[src/hw/hyp_ctrl_pkg.sv]
// package: register map, field positions and encodings of the hypervisor trap block
package hyp_ctrl_pkg;

  // ***************************************************************
  // register bus map (word aligned byte addresses)
  // ***************************************************************
  localparam logic [7:0] ADDR_CFG_LO     = 8'h00;
  localparam logic [7:0] ADDR_CFG_HI     = 8'h04;
  localparam logic [7:0] ADDR_IRQ_STATUS = 8'h08;
  localparam logic [7:0] ADDR_IRQ_CLEAR  = 8'h0C;
  localparam logic [7:0] ADDR_IRQ_ENABLE = 8'h10;
  localparam logic [7:0] ADDR_LIVE       = 8'h14;

  // ***************************************************************
  // hypervisor_config field positions (64-bit view)
  // ***************************************************************
  localparam int POS_MONITOR_VIRT_OFFSET_ENABLE  = 51;
  localparam int POS_TRAP_ICACHE_INVAL_ALL_INNER = 50;
  localparam int POS_TRAP_CACHE_ID_GROUP         = 49;
  localparam int POS_GRANULE_FAULT_ROUTE         = 48;
  localparam int POS_FAULT_INJECTION_ENABLE      = 47;
  localparam int POS_FORCED_WRITEBACK_COMBINE    = 46;
  localparam int CFG_FIELD_LSB                   = 46;
  localparam int CFG_FIELD_W                     = 6;
  // same fields as seen in the upper 32-bit word
  localparam int HI_LSB                          = CFG_FIELD_LSB - 32;

  // index of each field inside the 6-bit held vector
  localparam int F_FWB  = 0;
  localparam int F_FAULT_INJECTION_ACCESS_ENABLE = 1;
  localparam int F_GPF  = 2;
  localparam int F_TID  = 3;
  localparam int F_TIC  = 4;
  localparam int F_AMV  = 5;

  // warm reset leaves the fields unknown; zero is the value we pick
  localparam logic [CFG_FIELD_W-1:0] CFG_RESET = 6'h00;

  // ***************************************************************
  // interrupt status bits
  // ***************************************************************
  localparam int IRQ_W          = 4;
  localparam int IRQ_ICACHE     = 0;
  localparam int IRQ_ID_GROUP   = 1;
  localparam int IRQ_FAULT_INJ  = 2;
  localparam int IRQ_GPF_ROUTE  = 3;

  // ***************************************************************
  // trap reporting and memory attribute encodings
  // ***************************************************************
  localparam logic [5:0] EC_SYS_TRAP   = 6'h18;
  localparam logic [5:0] EC_NONE       = 6'h00;
  localparam logic [1:0] DEV_NGNRNE    = 2'h0;
  localparam logic [1:0] DEV_GRE       = 2'h3;
  localparam logic [1:0] ALLOC_RA_WA   = 2'h3;
  localparam logic [1:0] S2_CACHE_WB   = 2'h3;
  localparam logic [1:0] S2_FWB_KEEP   = 2'h3;
  localparam logic [1:0] S2_FWB_WB     = 2'h2;

  // kinds of access presented for trap checking
  typedef enum logic [2:0] {
    ACC_ICACHE_ALL_INNER,
    ACC_ICACHE_POU,
    ACC_ID_READ,
    ACC_ID_SELECT_WRITE,
    ACC_FAULT_GEN_REG,
    ACC_GRANULE_ABORT,
    ACC_OTHER
  } access_kind_type;

endpackage : hyp_ctrl_pkg

[src/hw/hyp_trap_and_s2_attr_ctrl.sv]
// module: hypervisor trap controls (bits 51..46) and forced write-back stage 2 combine
//
// Implementation choices: the address-and-strobe port and the register offsets.
`timescale 1ns/1ps
`default_nettype none

module hyp_trap_and_s2_attr_ctrl #(
  parameter bit HAS_AMU_OFFSETS = 1'b1,
  parameter bit HAS_EVT         = 1'b1,
  parameter bit HAS_GRANULE_PROT = 1'b1,
  parameter bit HAS_RAS_FI      = 1'b1,
  parameter bit HAS_S2_FWB      = 1'b1,
  parameter bit HAS_VHE         = 1'b1,
  parameter bit HAS_MTE         = 1'b1,
  parameter bit TRAP_ICACHE_POU = 1'b0
) (
  input  wire logic        core_clk,
  input  wire logic        nrst,
  // register port
  input  wire logic [7:0]  reg_addr,
  input  wire logic [31:0] reg_wdata,
  input  wire logic        reg_wr,
  input  wire logic        reg_rd,
  output var  logic [31:0] reg_rdata,
  output var  logic        irq,
  // processor context
  input  wire logic        el2_enabled,
  input  wire logic        host_el2_mode,
  input  wire logic        general_exception_trap,
  input  wire logic        pou_before_icache,
  input  wire logic [15:0] error_record_count,
  input  wire logic        fi_model_owned,
  // access check request
  input  wire logic        acc_valid,
  input  wire logic [2:0]  acc_kind,
  input  wire logic        acc_from_el1,
  input  wire logic        acc_from_el0,
  output var  logic        acc_done,
  output var  logic        acc_trap_el2,
  output var  logic [5:0]  acc_ec,
  // activity monitor view
  input  wire logic [63:0] monitor_offset_in,
  output var  logic        monitor_virt_on,
  output var  logic [63:0] monitor_offset_out,
  // stage 2 attribute combine request
  input  wire logic        tlb_invalidate,
  input  wire logic        xl_valid,
  input  wire logic [3:0]  s2_attr,
  input  wire logic        s1_device,
  input  wire logic [1:0]  s1_dev_kind,
  input  wire logic        s1_cacheable,
  input  wire logic        s1_wb,
  input  wire logic [1:0]  s1_alloc,
  input  wire logic        s1_tagged,
  output var  logic        xl_done,
  output var  logic        fin_device,
  output var  logic [1:0]  fin_dev_kind,
  output var  logic        fin_cacheable,
  output var  logic        fin_wb,
  output var  logic [1:0]  fin_alloc,
  output var  logic        fin_tagged,
  output var  logic        fin_s2_bit5_ignored
);

  // ***************************************************************
  // decode helpers
  // ***************************************************************

  // stronger device kind is the lower code
  function automatic logic [1:0] dev_min(input logic [1:0] a, input logic [1:0] b);
    dev_min = (a < b) ? a : b;
  endfunction : dev_min

  // register hit on a strobe
  function automatic logic hit(input logic stb, input logic [7:0] a, input logic [7:0] off);
    hit = stb && (a == off);
  endfunction : hit

  // ***************************************************************
  // implemented field mask
  // ***************************************************************
  logic [hyp_ctrl_pkg::CFG_FIELD_W-1:0] impl_mask;
  logic                                 fault_injection_access_enable_res0;

  // error record absence may pin the enable at zero
  assign fault_injection_access_enable_res0 = (error_record_count == 16'h0000) || !fi_model_owned;

  // absent features hold zero and drop writes
  always_comb
  begin
    impl_mask                             = '0;
    impl_mask[hyp_ctrl_pkg::F_AMV]  = HAS_AMU_OFFSETS;
    impl_mask[hyp_ctrl_pkg::F_TIC]  = HAS_EVT;
    impl_mask[hyp_ctrl_pkg::F_TID]  = HAS_EVT;
    impl_mask[hyp_ctrl_pkg::F_GPF]  = HAS_GRANULE_PROT;
    impl_mask[hyp_ctrl_pkg::F_FAULT_INJECTION_ACCESS_ENABLE] = HAS_RAS_FI && !fault_injection_access_enable_res0;
    impl_mask[hyp_ctrl_pkg::F_FWB]  = HAS_S2_FWB;
  end

  // ***************************************************************
  // configuration fields
  // ***************************************************************
  logic [hyp_ctrl_pkg::CFG_FIELD_W-1:0] cfg_r;
  logic [hyp_ctrl_pkg::CFG_FIELD_W-1:0] cfg_nxt;
  logic [hyp_ctrl_pkg::CFG_FIELD_W-1:0] cfg_view;

  assign cfg_nxt = reg_wdata[hyp_ctrl_pkg::HI_LSB +: hyp_ctrl_pkg::CFG_FIELD_W] & impl_mask;
  // masking the view too covers a record count that drops after a write
  assign cfg_view = cfg_r & impl_mask;

  // warm reset picks zero; software must still program every field
  always_ff @(posedge core_clk)
  begin
    if (!nrst)
      cfg_r <= hyp_ctrl_pkg::CFG_RESET;
    else if (hit(reg_wr, reg_addr, hyp_ctrl_pkg::ADDR_CFG_HI))
      cfg_r <= cfg_nxt;
  end

  // ***************************************************************
  // effective control values
  // ***************************************************************
  logic host_mode_on;
  logic eff_tic;
  logic eff_tid;
  logic eff_fault_injection_access_enable;
  logic eff_gpf;

  assign host_mode_on = HAS_VHE && host_el2_mode && general_exception_trap;
  // direct reads still show the stored bits
  assign eff_tic  = cfg_view[hyp_ctrl_pkg::F_TIC] && !host_mode_on;
  assign eff_tid  = cfg_view[hyp_ctrl_pkg::F_TID] && !host_mode_on;
  assign eff_fault_injection_access_enable = cfg_view[hyp_ctrl_pkg::F_FAULT_INJECTION_ACCESS_ENABLE] || !el2_enabled;
  assign eff_gpf  = cfg_view[hyp_ctrl_pkg::F_GPF];

  // ***************************************************************
  // trap decision for one presented access
  // ***************************************************************
  hyp_ctrl_pkg::access_kind_type kind;
  logic                          trap_now;
  logic [hyp_ctrl_pkg::IRQ_W-1:0] evt;

  assign kind = hyp_ctrl_pkg::access_kind_type'(acc_kind);

  always_comb
  begin
    trap_now = 1'b0;
    evt      = '0;
    if (acc_valid)
    begin
      unique case (kind)
        hyp_ctrl_pkg::ACC_ICACHE_ALL_INNER:
        begin
          trap_now = eff_tic && el2_enabled && acc_from_el1;
          evt[hyp_ctrl_pkg::IRQ_ICACHE] = trap_now;
        end
        hyp_ctrl_pkg::ACC_ICACHE_POU:
        begin
          // optional extension of the same trap when no icache sits before unification
          trap_now = TRAP_ICACHE_POU && pou_before_icache && eff_tic
                     && el2_enabled && acc_from_el1;
          evt[hyp_ctrl_pkg::IRQ_ICACHE] = trap_now;
        end
        hyp_ctrl_pkg::ACC_ID_READ, hyp_ctrl_pkg::ACC_ID_SELECT_WRITE:
        begin
          trap_now = eff_tid && el2_enabled && acc_from_el1;
          evt[hyp_ctrl_pkg::IRQ_ID_GROUP] = trap_now;
        end
        hyp_ctrl_pkg::ACC_FAULT_GEN_REG:
        begin
          trap_now = !eff_fault_injection_access_enable && el2_enabled && acc_from_el1;
          evt[hyp_ctrl_pkg::IRQ_FAULT_INJ] = trap_now;
        end
        hyp_ctrl_pkg::ACC_GRANULE_ABORT:
        begin
          trap_now = eff_gpf && (acc_from_el0 || acc_from_el1);
          evt[hyp_ctrl_pkg::IRQ_GPF_ROUTE] = trap_now;
        end
        hyp_ctrl_pkg::ACC_OTHER:
          trap_now = 1'b0;
        default:
          trap_now = 1'b0;
      endcase
    end
  end

  // answer one cycle after the request
  always_ff @(posedge core_clk)
  begin
    if (!nrst)
    begin
      acc_done     <= 1'b0;
      acc_trap_el2 <= 1'b0;
      acc_ec       <= hyp_ctrl_pkg::EC_NONE;
    end
    else
    begin
      acc_done     <= acc_valid;
      acc_trap_el2 <= trap_now;
      // aborts keep their own class; system access traps report 0x18
      acc_ec       <= (trap_now && kind != hyp_ctrl_pkg::ACC_GRANULE_ABORT)
                      ? hyp_ctrl_pkg::EC_SYS_TRAP : hyp_ctrl_pkg::EC_NONE;
    end
  end

  // ***************************************************************
  // activity monitor offset view
  // ***************************************************************
  always_ff @(posedge core_clk)
  begin
    if (!nrst)
    begin
      monitor_virt_on    <= 1'b0;
      monitor_offset_out <= 64'h0000_0000_0000_0000;
    end
    else
    begin
      monitor_virt_on    <= cfg_view[hyp_ctrl_pkg::F_AMV];
      monitor_offset_out <= cfg_view[hyp_ctrl_pkg::F_AMV] ? monitor_offset_in
                            : 64'h0000_0000_0000_0000;
    end
  end

  // ***************************************************************
  // cached forced write-back copy
  // ***************************************************************
  logic fwb_cached_r;

  // a write alone does not reach translation; stale until invalidated
  always_ff @(posedge core_clk)
  begin
    if (!nrst)
      fwb_cached_r <= 1'b0;
    else if (tlb_invalidate)
      fwb_cached_r <= cfg_view[hyp_ctrl_pkg::F_FWB];
  end

  // ***************************************************************
  // stage 1 / stage 2 attribute combine
  // ***************************************************************
  logic       c_device;
  logic [1:0] c_kind;
  logic       c_cacheable;
  logic       c_wb;
  logic [1:0] c_alloc;

  // no security gating: one control serves both stage 2 tables
  always_comb
  begin
    c_device    = 1'b0;
    c_kind      = hyp_ctrl_pkg::DEV_GRE;
    c_cacheable = 1'b0;
    c_wb        = 1'b0;
    c_alloc     = s1_alloc;
    if (!fwb_cached_r)
    begin
      // baseline: bits 3..2 outer/inner pair, outer 00 means device
      if (s2_attr[3:2] == 2'h0)
      begin
        c_device = 1'b1;
        c_kind   = s1_device ? dev_min(s1_dev_kind, s2_attr[1:0]) : s2_attr[1:0];
      end
      else if (s1_device)
      begin
        c_device = 1'b1;
        c_kind   = s1_dev_kind;
      end
      else
      begin
        // stage 2 can only weaken cacheability, never strengthen it
        c_wb        = s1_wb && (s2_attr[3:2] == hyp_ctrl_pkg::S2_CACHE_WB)
                      && (s2_attr[1:0] == hyp_ctrl_pkg::S2_CACHE_WB);
        c_cacheable = s1_cacheable && (s2_attr[3:2] != 2'h1) && (s2_attr[1:0] != 2'h1);
      end
    end
    else if (s2_attr[2])
    begin
      // descriptor bit 5 (s2_attr[3]) is ignored in this mode
      if (s2_attr[1:0] == hyp_ctrl_pkg::S2_FWB_KEEP)
      begin
        c_device    = s1_device;
        c_kind      = s1_dev_kind;
        c_cacheable = !s1_device && s1_cacheable;
        c_wb        = !s1_device && s1_wb;
      end
      else if (s2_attr[1:0] == hyp_ctrl_pkg::S2_FWB_WB)
      begin
        c_cacheable = 1'b1;
        c_wb        = 1'b1;
      end
      else
      begin
        c_device = s1_device;
        c_kind   = s1_dev_kind;
      end
    end
    else
    begin
      c_device = 1'b1;
      c_kind   = s1_device ? dev_min(s1_dev_kind, s2_attr[1:0]) : s2_attr[1:0];
    end
    // hint follows stage 1 only where it had one
    if (fwb_cached_r && c_cacheable)
      c_alloc = s1_cacheable ? s1_alloc : hyp_ctrl_pkg::ALLOC_RA_WA;
  end

  // combined result, one cycle after the request
  always_ff @(posedge core_clk)
  begin
    if (!nrst)
    begin
      xl_done             <= 1'b0;
      fin_device          <= 1'b0;
      fin_dev_kind        <= hyp_ctrl_pkg::DEV_NGNRNE;
      fin_cacheable       <= 1'b0;
      fin_wb              <= 1'b0;
      fin_alloc           <= 2'h0;
      fin_tagged          <= 1'b0;
      fin_s2_bit5_ignored <= 1'b0;
    end
    else
    begin
      xl_done             <= xl_valid;
      fin_device          <= c_device;
      fin_dev_kind        <= c_device ? c_kind : hyp_ctrl_pkg::DEV_NGNRNE;
      fin_cacheable       <= c_cacheable;
      fin_wb              <= c_wb;
      fin_alloc           <= c_cacheable ? c_alloc : 2'h0;
      fin_tagged          <= HAS_MTE && s1_tagged && c_cacheable && c_wb
                             && (c_alloc == hyp_ctrl_pkg::ALLOC_RA_WA);
      fin_s2_bit5_ignored <= fwb_cached_r;
    end
  end

  // ***************************************************************
  // interrupt status, enable and clear
  // ***************************************************************
  logic [hyp_ctrl_pkg::IRQ_W-1:0] irq_status_r;
  logic [hyp_ctrl_pkg::IRQ_W-1:0] irq_enable_r;
  logic [hyp_ctrl_pkg::IRQ_W-1:0] irq_clr;

  assign irq_clr = hit(reg_wr, reg_addr, hyp_ctrl_pkg::ADDR_IRQ_CLEAR)
                   ? reg_wdata[hyp_ctrl_pkg::IRQ_W-1:0] : '0;

  // a new event in the clear cycle survives the clear
  always_ff @(posedge core_clk)
  begin
    if (!nrst)
      irq_status_r <= '0;
    else
      irq_status_r <= (irq_status_r & ~irq_clr) | evt;
  end

  always_ff @(posedge core_clk)
  begin
    if (!nrst)
      irq_enable_r <= '0;
    else if (hit(reg_wr, reg_addr, hyp_ctrl_pkg::ADDR_IRQ_ENABLE))
      irq_enable_r <= reg_wdata[hyp_ctrl_pkg::IRQ_W-1:0];
  end

  // follows status by one cycle
  always_ff @(posedge core_clk)
  begin
    if (!nrst)
      irq <= 1'b0;
    else
      irq <= |(irq_status_r & irq_enable_r);
  end

  // ***************************************************************
  // register read port
  // ***************************************************************
  logic [31:0] rd_word;

  // unmapped and write-only addresses read zero
  always_comb
  begin
    rd_word = 32'h0000_0000;
    unique case (reg_addr)
      hyp_ctrl_pkg::ADDR_CFG_HI:
        rd_word[hyp_ctrl_pkg::HI_LSB +: hyp_ctrl_pkg::CFG_FIELD_W] = cfg_view;
      hyp_ctrl_pkg::ADDR_IRQ_STATUS:
        rd_word[hyp_ctrl_pkg::IRQ_W-1:0] = irq_status_r;
      hyp_ctrl_pkg::ADDR_IRQ_ENABLE:
        rd_word[hyp_ctrl_pkg::IRQ_W-1:0] = irq_enable_r;
      hyp_ctrl_pkg::ADDR_LIVE:
        rd_word[4:0] = {host_mode_on, eff_fault_injection_access_enable, eff_tid, eff_tic, fwb_cached_r};
      default:
        rd_word = 32'h0000_0000;
    endcase
  end

  always_ff @(posedge core_clk)
  begin
    if (!nrst)
      reg_rdata <= 32'h0000_0000;
    else if (reg_rd)
      reg_rdata <= rd_word;
    else
      reg_rdata <= 32'h0000_0000;
  end

endmodule : hyp_trap_and_s2_attr_ctrl

`default_nettype wire

[config.mk]
export PLATFORM = sky130hd
export DESIGN_NAME = hyp_trap_and_s2_attr_ctrl
export DESIGN_NICKNAME = d
export VERILOG_FILES = /design/src/hw/hyp_ctrl_pkg.sv /design/src/hw/hyp_trap_and_s2_attr_ctrl.sv
export SDC_FILE = /design/constraint.sdc
export NUM_CORES = 1
export LEC_CHECK = 0
export BUFFER_PORTS_ARGS = -buffer_cell sky130_fd_sc_hd__buf_2
export CORE_MARGIN = 2
export CORE_UTILIZATION = 37
export CTS_CLUSTER_DIAMETER = 200
export CTS_CLUSTER_SIZE = 20
export DETAILED_ROUTE_END_ITERATION = 16
export PLACE_DENSITY = 0.76
export SYNTH_ARGS = -nofsm -noshare
export SYNTH_HDL_FRONTEND = slang
export SYNTH_SLANG_ARGS = --single-unit
[constraint.sdc]
create_clock -name core_clk -period 1.3 [get_ports core_clk]
set_clock_uncertainty 0.1 [all_clocks]
set_input_delay 0.065 -clock core_clk [delete_from_list [all_inputs] [get_ports core_clk]]
set_output_delay 0.065 -clock core_clk [all_outputs]
set_load 0.03 [all_outputs]
Word-level counts from Yosys, hierarchy flattened --
Cells that the tools add are included.
Word-level totals: bits in registers 131, input bits 149, output and inout port bits 116
Operators by class: order comparisons 1, equality and inequality tests 16, multiplexer cells 37, bitwise operators 6, reduce and logical (&&, ||, !) cells 44
Operators with widths (number):
- $logic_and A1 B1 Y1 | 24
- $mux W1 | 22
- $mux W2 | 10
- $eq A8 B4 Y1 const B | 2
- $eq A8 B5 Y1 const B | 2
- $logic_not A16 Y1 | 1
- $and A6 B6 Y6 | 2
- $pmux W4 S3 | 1
- $and A4 B4 Y4 | 2
- $eq A2 B2 Y1 const B | 4
- $eq A8 B3 Y1 const B | 1
- $mux W4 | 2
- $reduce_and A2 Y1 | 4
- $eq A3 B2 Y1 const B | 2
- $eq A3 B3 Y1 const B | 2
- $logic_not A1 Y1 | 6
- $reduce_and A3 Y1 | 2
- $mux W5 | 1
- $ne A2 B1 Y1 const B | 2
- $not A4 Y4 | 1
- $or A4 B4 Y4 | 1
- $pmux W1 S4 | 1
- $reduce_or A4 Y1 | 1
- $logic_not A3 Y1 | 1
- other kinds (5) | 7

Depth between registers and ports, before layout --
depth after elaboration 12, mapped depth 6, gate-level depth less buffers 6

Least setup slack after synthesis --
OpenSTA, ideal clock, no wires.
path kind reg2reg, start point reg cfg_r[4] (netlist name), end point reg acc_ec[3], arrival 1096 ps, required time 1082 ps, setup slack -13 ps, cell stages (with the launch flop) 4, period minus slack after synthesis 1313 ps, path through dfxtp_1 and4b_1 or3_1 o2111a_1
On the way: longest elaborated chain between the ends 8
RTL lines:
- from (decl) | line hyp_trap_and_s2_attr_ctrl.sv:103 | logic [hyp_ctrl_pkg::CFG_FIELD_W-1:0] cfg_r;
- from (signal assigned) | line hyp_trap_and_s2_attr_ctrl.sv:115 | cfg_r <= hyp_ctrl_pkg::CFG_RESET;
- from (signal assigned) | line hyp_trap_and_s2_attr_ctrl.sv:117 | cfg_r <= cfg_nxt;
- $and A6 B6 Y6 | line hyp_trap_and_s2_attr_ctrl.sv:109 | assign cfg_view = cfg_r & impl_mask;
- $logic_and A1 B1 Y1 | line hyp_trap_and_s2_attr_ctrl.sv:131 | assign eff_tic = cfg_view[hyp_ctrl_pkg::F_TIC] && !host_mode_on;
- $logic_and A1 B1 Y1 (2 in a row) | line hyp_trap_and_s2_attr_ctrl.sv:154 | trap_now = eff_tic && el2_enabled && acc_from_el1;
- $pmux W1 S4 | line hyp_trap_and_s2_attr_ctrl.sv:151 | unique case (kind)
- $mux W1 | line hyp_trap_and_s2_attr_ctrl.sv:149 | if (acc_valid)
- $logic_and A1 B1 Y1 | line hyp_trap_and_s2_attr_ctrl.sv:201 | acc_ec <= (trap_now && kind != hyp_ctrl_pkg::ACC_GRANULE_ABORT)
- $mux W5 | line hyp_trap_and_s2_attr_ctrl.sv:202 | ? hyp_ctrl_pkg::EC_SYS_TRAP : hyp_ctrl_pkg::EC_NONE;
- to (signal assigned) | line hyp_trap_and_s2_attr_ctrl.sv:194 | acc_ec <= hyp_ctrl_pkg::EC_NONE;
- to (signal assigned) | line hyp_trap_and_s2_attr_ctrl.sv:201
- to (decl) | line hyp_trap_and_s2_attr_ctrl.sv:40 | output var logic [5:0] acc_ec,
No other way between the ends. A chain may end at the register's enable or synchronous reset.

Worst setup path in the final report --
start point reg cfg_r[4] (netlist name), end point reg acc_trap_el2
On the way: longest elaborated chain between the ends 6
RTL lines:
- $and A6 B6 Y6 | line hyp_trap_and_s2_attr_ctrl.sv:109
- $logic_and A1 B1 Y1 | line hyp_trap_and_s2_attr_ctrl.sv:131
- $logic_and A1 B1 Y1 (2 in a row) | line hyp_trap_and_s2_attr_ctrl.sv:154
- $pmux W1 S4 | line hyp_trap_and_s2_attr_ctrl.sv:151
- $mux W1 | line hyp_trap_and_s2_attr_ctrl.sv:149
- to (signal assigned) | line hyp_trap_and_s2_attr_ctrl.sv:199 | acc_trap_el2 <= trap_now;
- to (decl) | line hyp_trap_and_s2_attr_ctrl.sv:39 | output var logic acc_trap_el2,
No other way between the ends.

==> key figures <==
CTS
  – Clk pin slew, worst setup/hold paths: about 0.11 ns
  – CTS tree: built
  – Clock sinks: roughly 110
  – Cts bufs inserted: 9
  – Max clock buf depth: 2
  – Root buffer cell: clkbuf_8
  – Clk_lat worst skew: 0.38 ns
  – Htree depth: 3

Timing
  – RSZ-0062 raised after global routing: yes
  – Setup TNS: -0.07919 ns
  – Fmax: 0.7535 GHz
  – Worst-margin pin slew: 0.5232 ns
  – Final period util: 1.021
  – Rel. slew slack: 0.6480
  – Final setup viols: 4
  – Final hold slack: approximately 0.024 ns
  – Post-layout minimum cycle time: 1.327 ns
  – Crit path setup slack, layout: -0.02721 ns
  – Final max-slew violation count: 0
  – Final Hold Vio Count: 0

Placed design
  – Gpl congestion: 0.8686
  – Buffers on Ports: 216
  – Detailed Place HPWL: 8.217 mm
  – Pre-CTS setup slack: -0.2828 ns

Synthesis
  – Post-Synthesis Cells: 365
  – Post-Syn Area: 0.003809 sq mm
  – Ys async rst share: 0
  – Number of synthesized flops with an enable pin: 0
  – Post-synthesis sequential area ratio: 0.5519
  – Post-synthesis register bit count: 105
  – Main synth FF type: dfxtp_1
  – Mapped Avg Cell Area: 10.43 sq um
  – Warnings, synthesis: 0
  – Unique masters post-synth: 50

Critical path
  – CP endpoint kind: flop
  – WP data arrival: 1.50 ns
  – Worst Setup Path Type: flop to flop
  – Worst EP required: 1.48 ns
  – Worst-path fanout max: 2
  – Reg2reg path depth: 3
  – Crit start category: flop

Route
  – Via count: approximately 3900
  – Via density: approximately 4.7
  – Detailed Routing Iterations Pass 1: 4
  – DR WL/cell: 15.20 um
  – DR DRC count: 0
  – DRT antenna net count: 0
  – DR iter-0 viols: between 150 and 200
  – WL final: 12.60 mm

Global routing
  – Met1 usage: 0.2323
  – Vias in the first global route: 4014
  – Largest net degree at the start of global routing: 65
  – Met3 usage in global routing: 0.04700
  – Initial antenna violation count: 0
  – Gr usage total: 0.2228
  – Grt met2 use: 0.4171
  – Gr ovfl total: 0
  – Busiest grt layer: met2
  – First-pass GRT wire length: 19.52 mm

Finish
  – Commonest non-fill, non-tap cell in the layout: buf_2
  – Final net count: 839
  – ANT cells: 0
  – Layout area overhead: 64.65%
  – Commonest cells after routing, fill and taps aside: 216 x buf_2, 103 x dfxtp_1, 93 x dlygate4sd3_1, 67 x and3_1
  – Share of cells above drive strength 1: 0.3968

Floorplanning
  – I/O Pins: 265
  – Placement Rows: 37
  – Die Wd: 105.5 um
  – Initial core utilization: 0.3757
  – DIE AREA: about 0.011 sq mm
  – Die Y: 105.5 um
  – Core Area: 0.01014 sq mm

Power
  – Leak Pwr: 3.314 nW
  – Peak supply drop: around 490 uV
  – PD cells: about 960 mW/mm^2

Worst hold path
  – Hold depth: 4
  – Worst Hold Class: input pin to flop

Run status
  – Failing checks: negative setup slack
  – Status: complete, but fails checks

Run
  – Number of max-cap violations: 0
[report_power, final]
part | switching [W] | internal (W)
Clock | 0.00126 | 0.000764
Combinational | 0.000372 | 0.000402
Sequential | 0.00000403 | 0.00323
[routing by layer]
layer,up-vias,wire [um]
met4,0,466
met2,199,6508
li1,1872,-
met5,-,0
met1,1819,4796
met3,36,830
[timing repair]
item                       in CTS  in global routing
setup endpoints to repair       5                  5
resized for setup               4                  3
pin swaps                       0                  1
hold endpoints to repair       94                  0
hold buffers                   94                  0
buffers inserted                1                  0
[state kept, by name, indices dropped and copies added, names as in the netlist, 2 cells and up]
signal and count:
fin_alloc 2, irq_enable_r 4, monitor_offset_out 64, reg_rdata 11
fin_dev_kind 2, irq_status_r 4, cfg_r 6
[synthesized netlist by cell type, types with 5 or more instances]
library cell,n,share of area
dfxtp_1,105,0.55
and3_1,67,0.11
buf_4,27,0.053
clkbuf_1,22,0.022
nand2_1,13,0.013
nor2b_1,13,0.021
and2_1,12,0.020
nor2_1,12,0.012
mux2i_1,11,0.029
a32o_1,7,0.018
a21oi_1,5,0.0066
nand2b_1,5,0.0082
nor3_1,5,0.0066
[per-stage QoR]
| step | instance area, sq um | utilization | power, W | cells |
|---|---|---|---|---|
| 5_1_grt | 6271 | 0.6185 | 0.006281 | 829 |
| 6_report | 6271 | 0.6185 | 0.006033 | 829 |
| 3_5_place_dp | 5085 | 0.5015 | 0.003827 | 718 |
| 2_1_floorplan | 3899 | - | 0.003607 | 389 |
| 4_1_cts | 6257 | 0.6172 | 0.006041 | 829 |
| 3_3_place_gp | 5085 | 0.5015 | 0.003816 | 718 |
[final timing paths]
kind | startpoint | to | slack (ns)
worst min register to register | cfg_r[1] | cfg_r[1] | 0.38
worst min-delay path | acc_kind[1] | acc_trap_el2 | 0.02
worst max-delay path | cfg_r[4] | acc_trap_el2 | -0.03
worst max register to register | cfg_r[4] | acc_trap_el2 | -0.03
[critical path, stage by stage (launching register included)]
cell and delay (ns):
dfxtp_2 0.33, and4b_1 0.20, or3_4 0.37, o211a_1 0.23
[layout make-up]
type	instances	area [sq um]
repair buffers	337	2252
clock buffers	9	123.9
well taps	136	170.2
fillers	733	3867
inverters	5	18.77
flip-flops and latches	105	2105
clock inverters	7	85.08
multi-input cells	230	1516
[cells by family after synthesis]
logic type / share of synthesized area
AOI/OAI and AO/OA: 0.07786
adders and majority gates: 0.006569
buffers and inverters: 0.07983
DFF: 0.5519
muxes: 0.03187
other: 0.0009846
and+or+nand+nor: 0.2510
(Power assumes the default switching activity.)
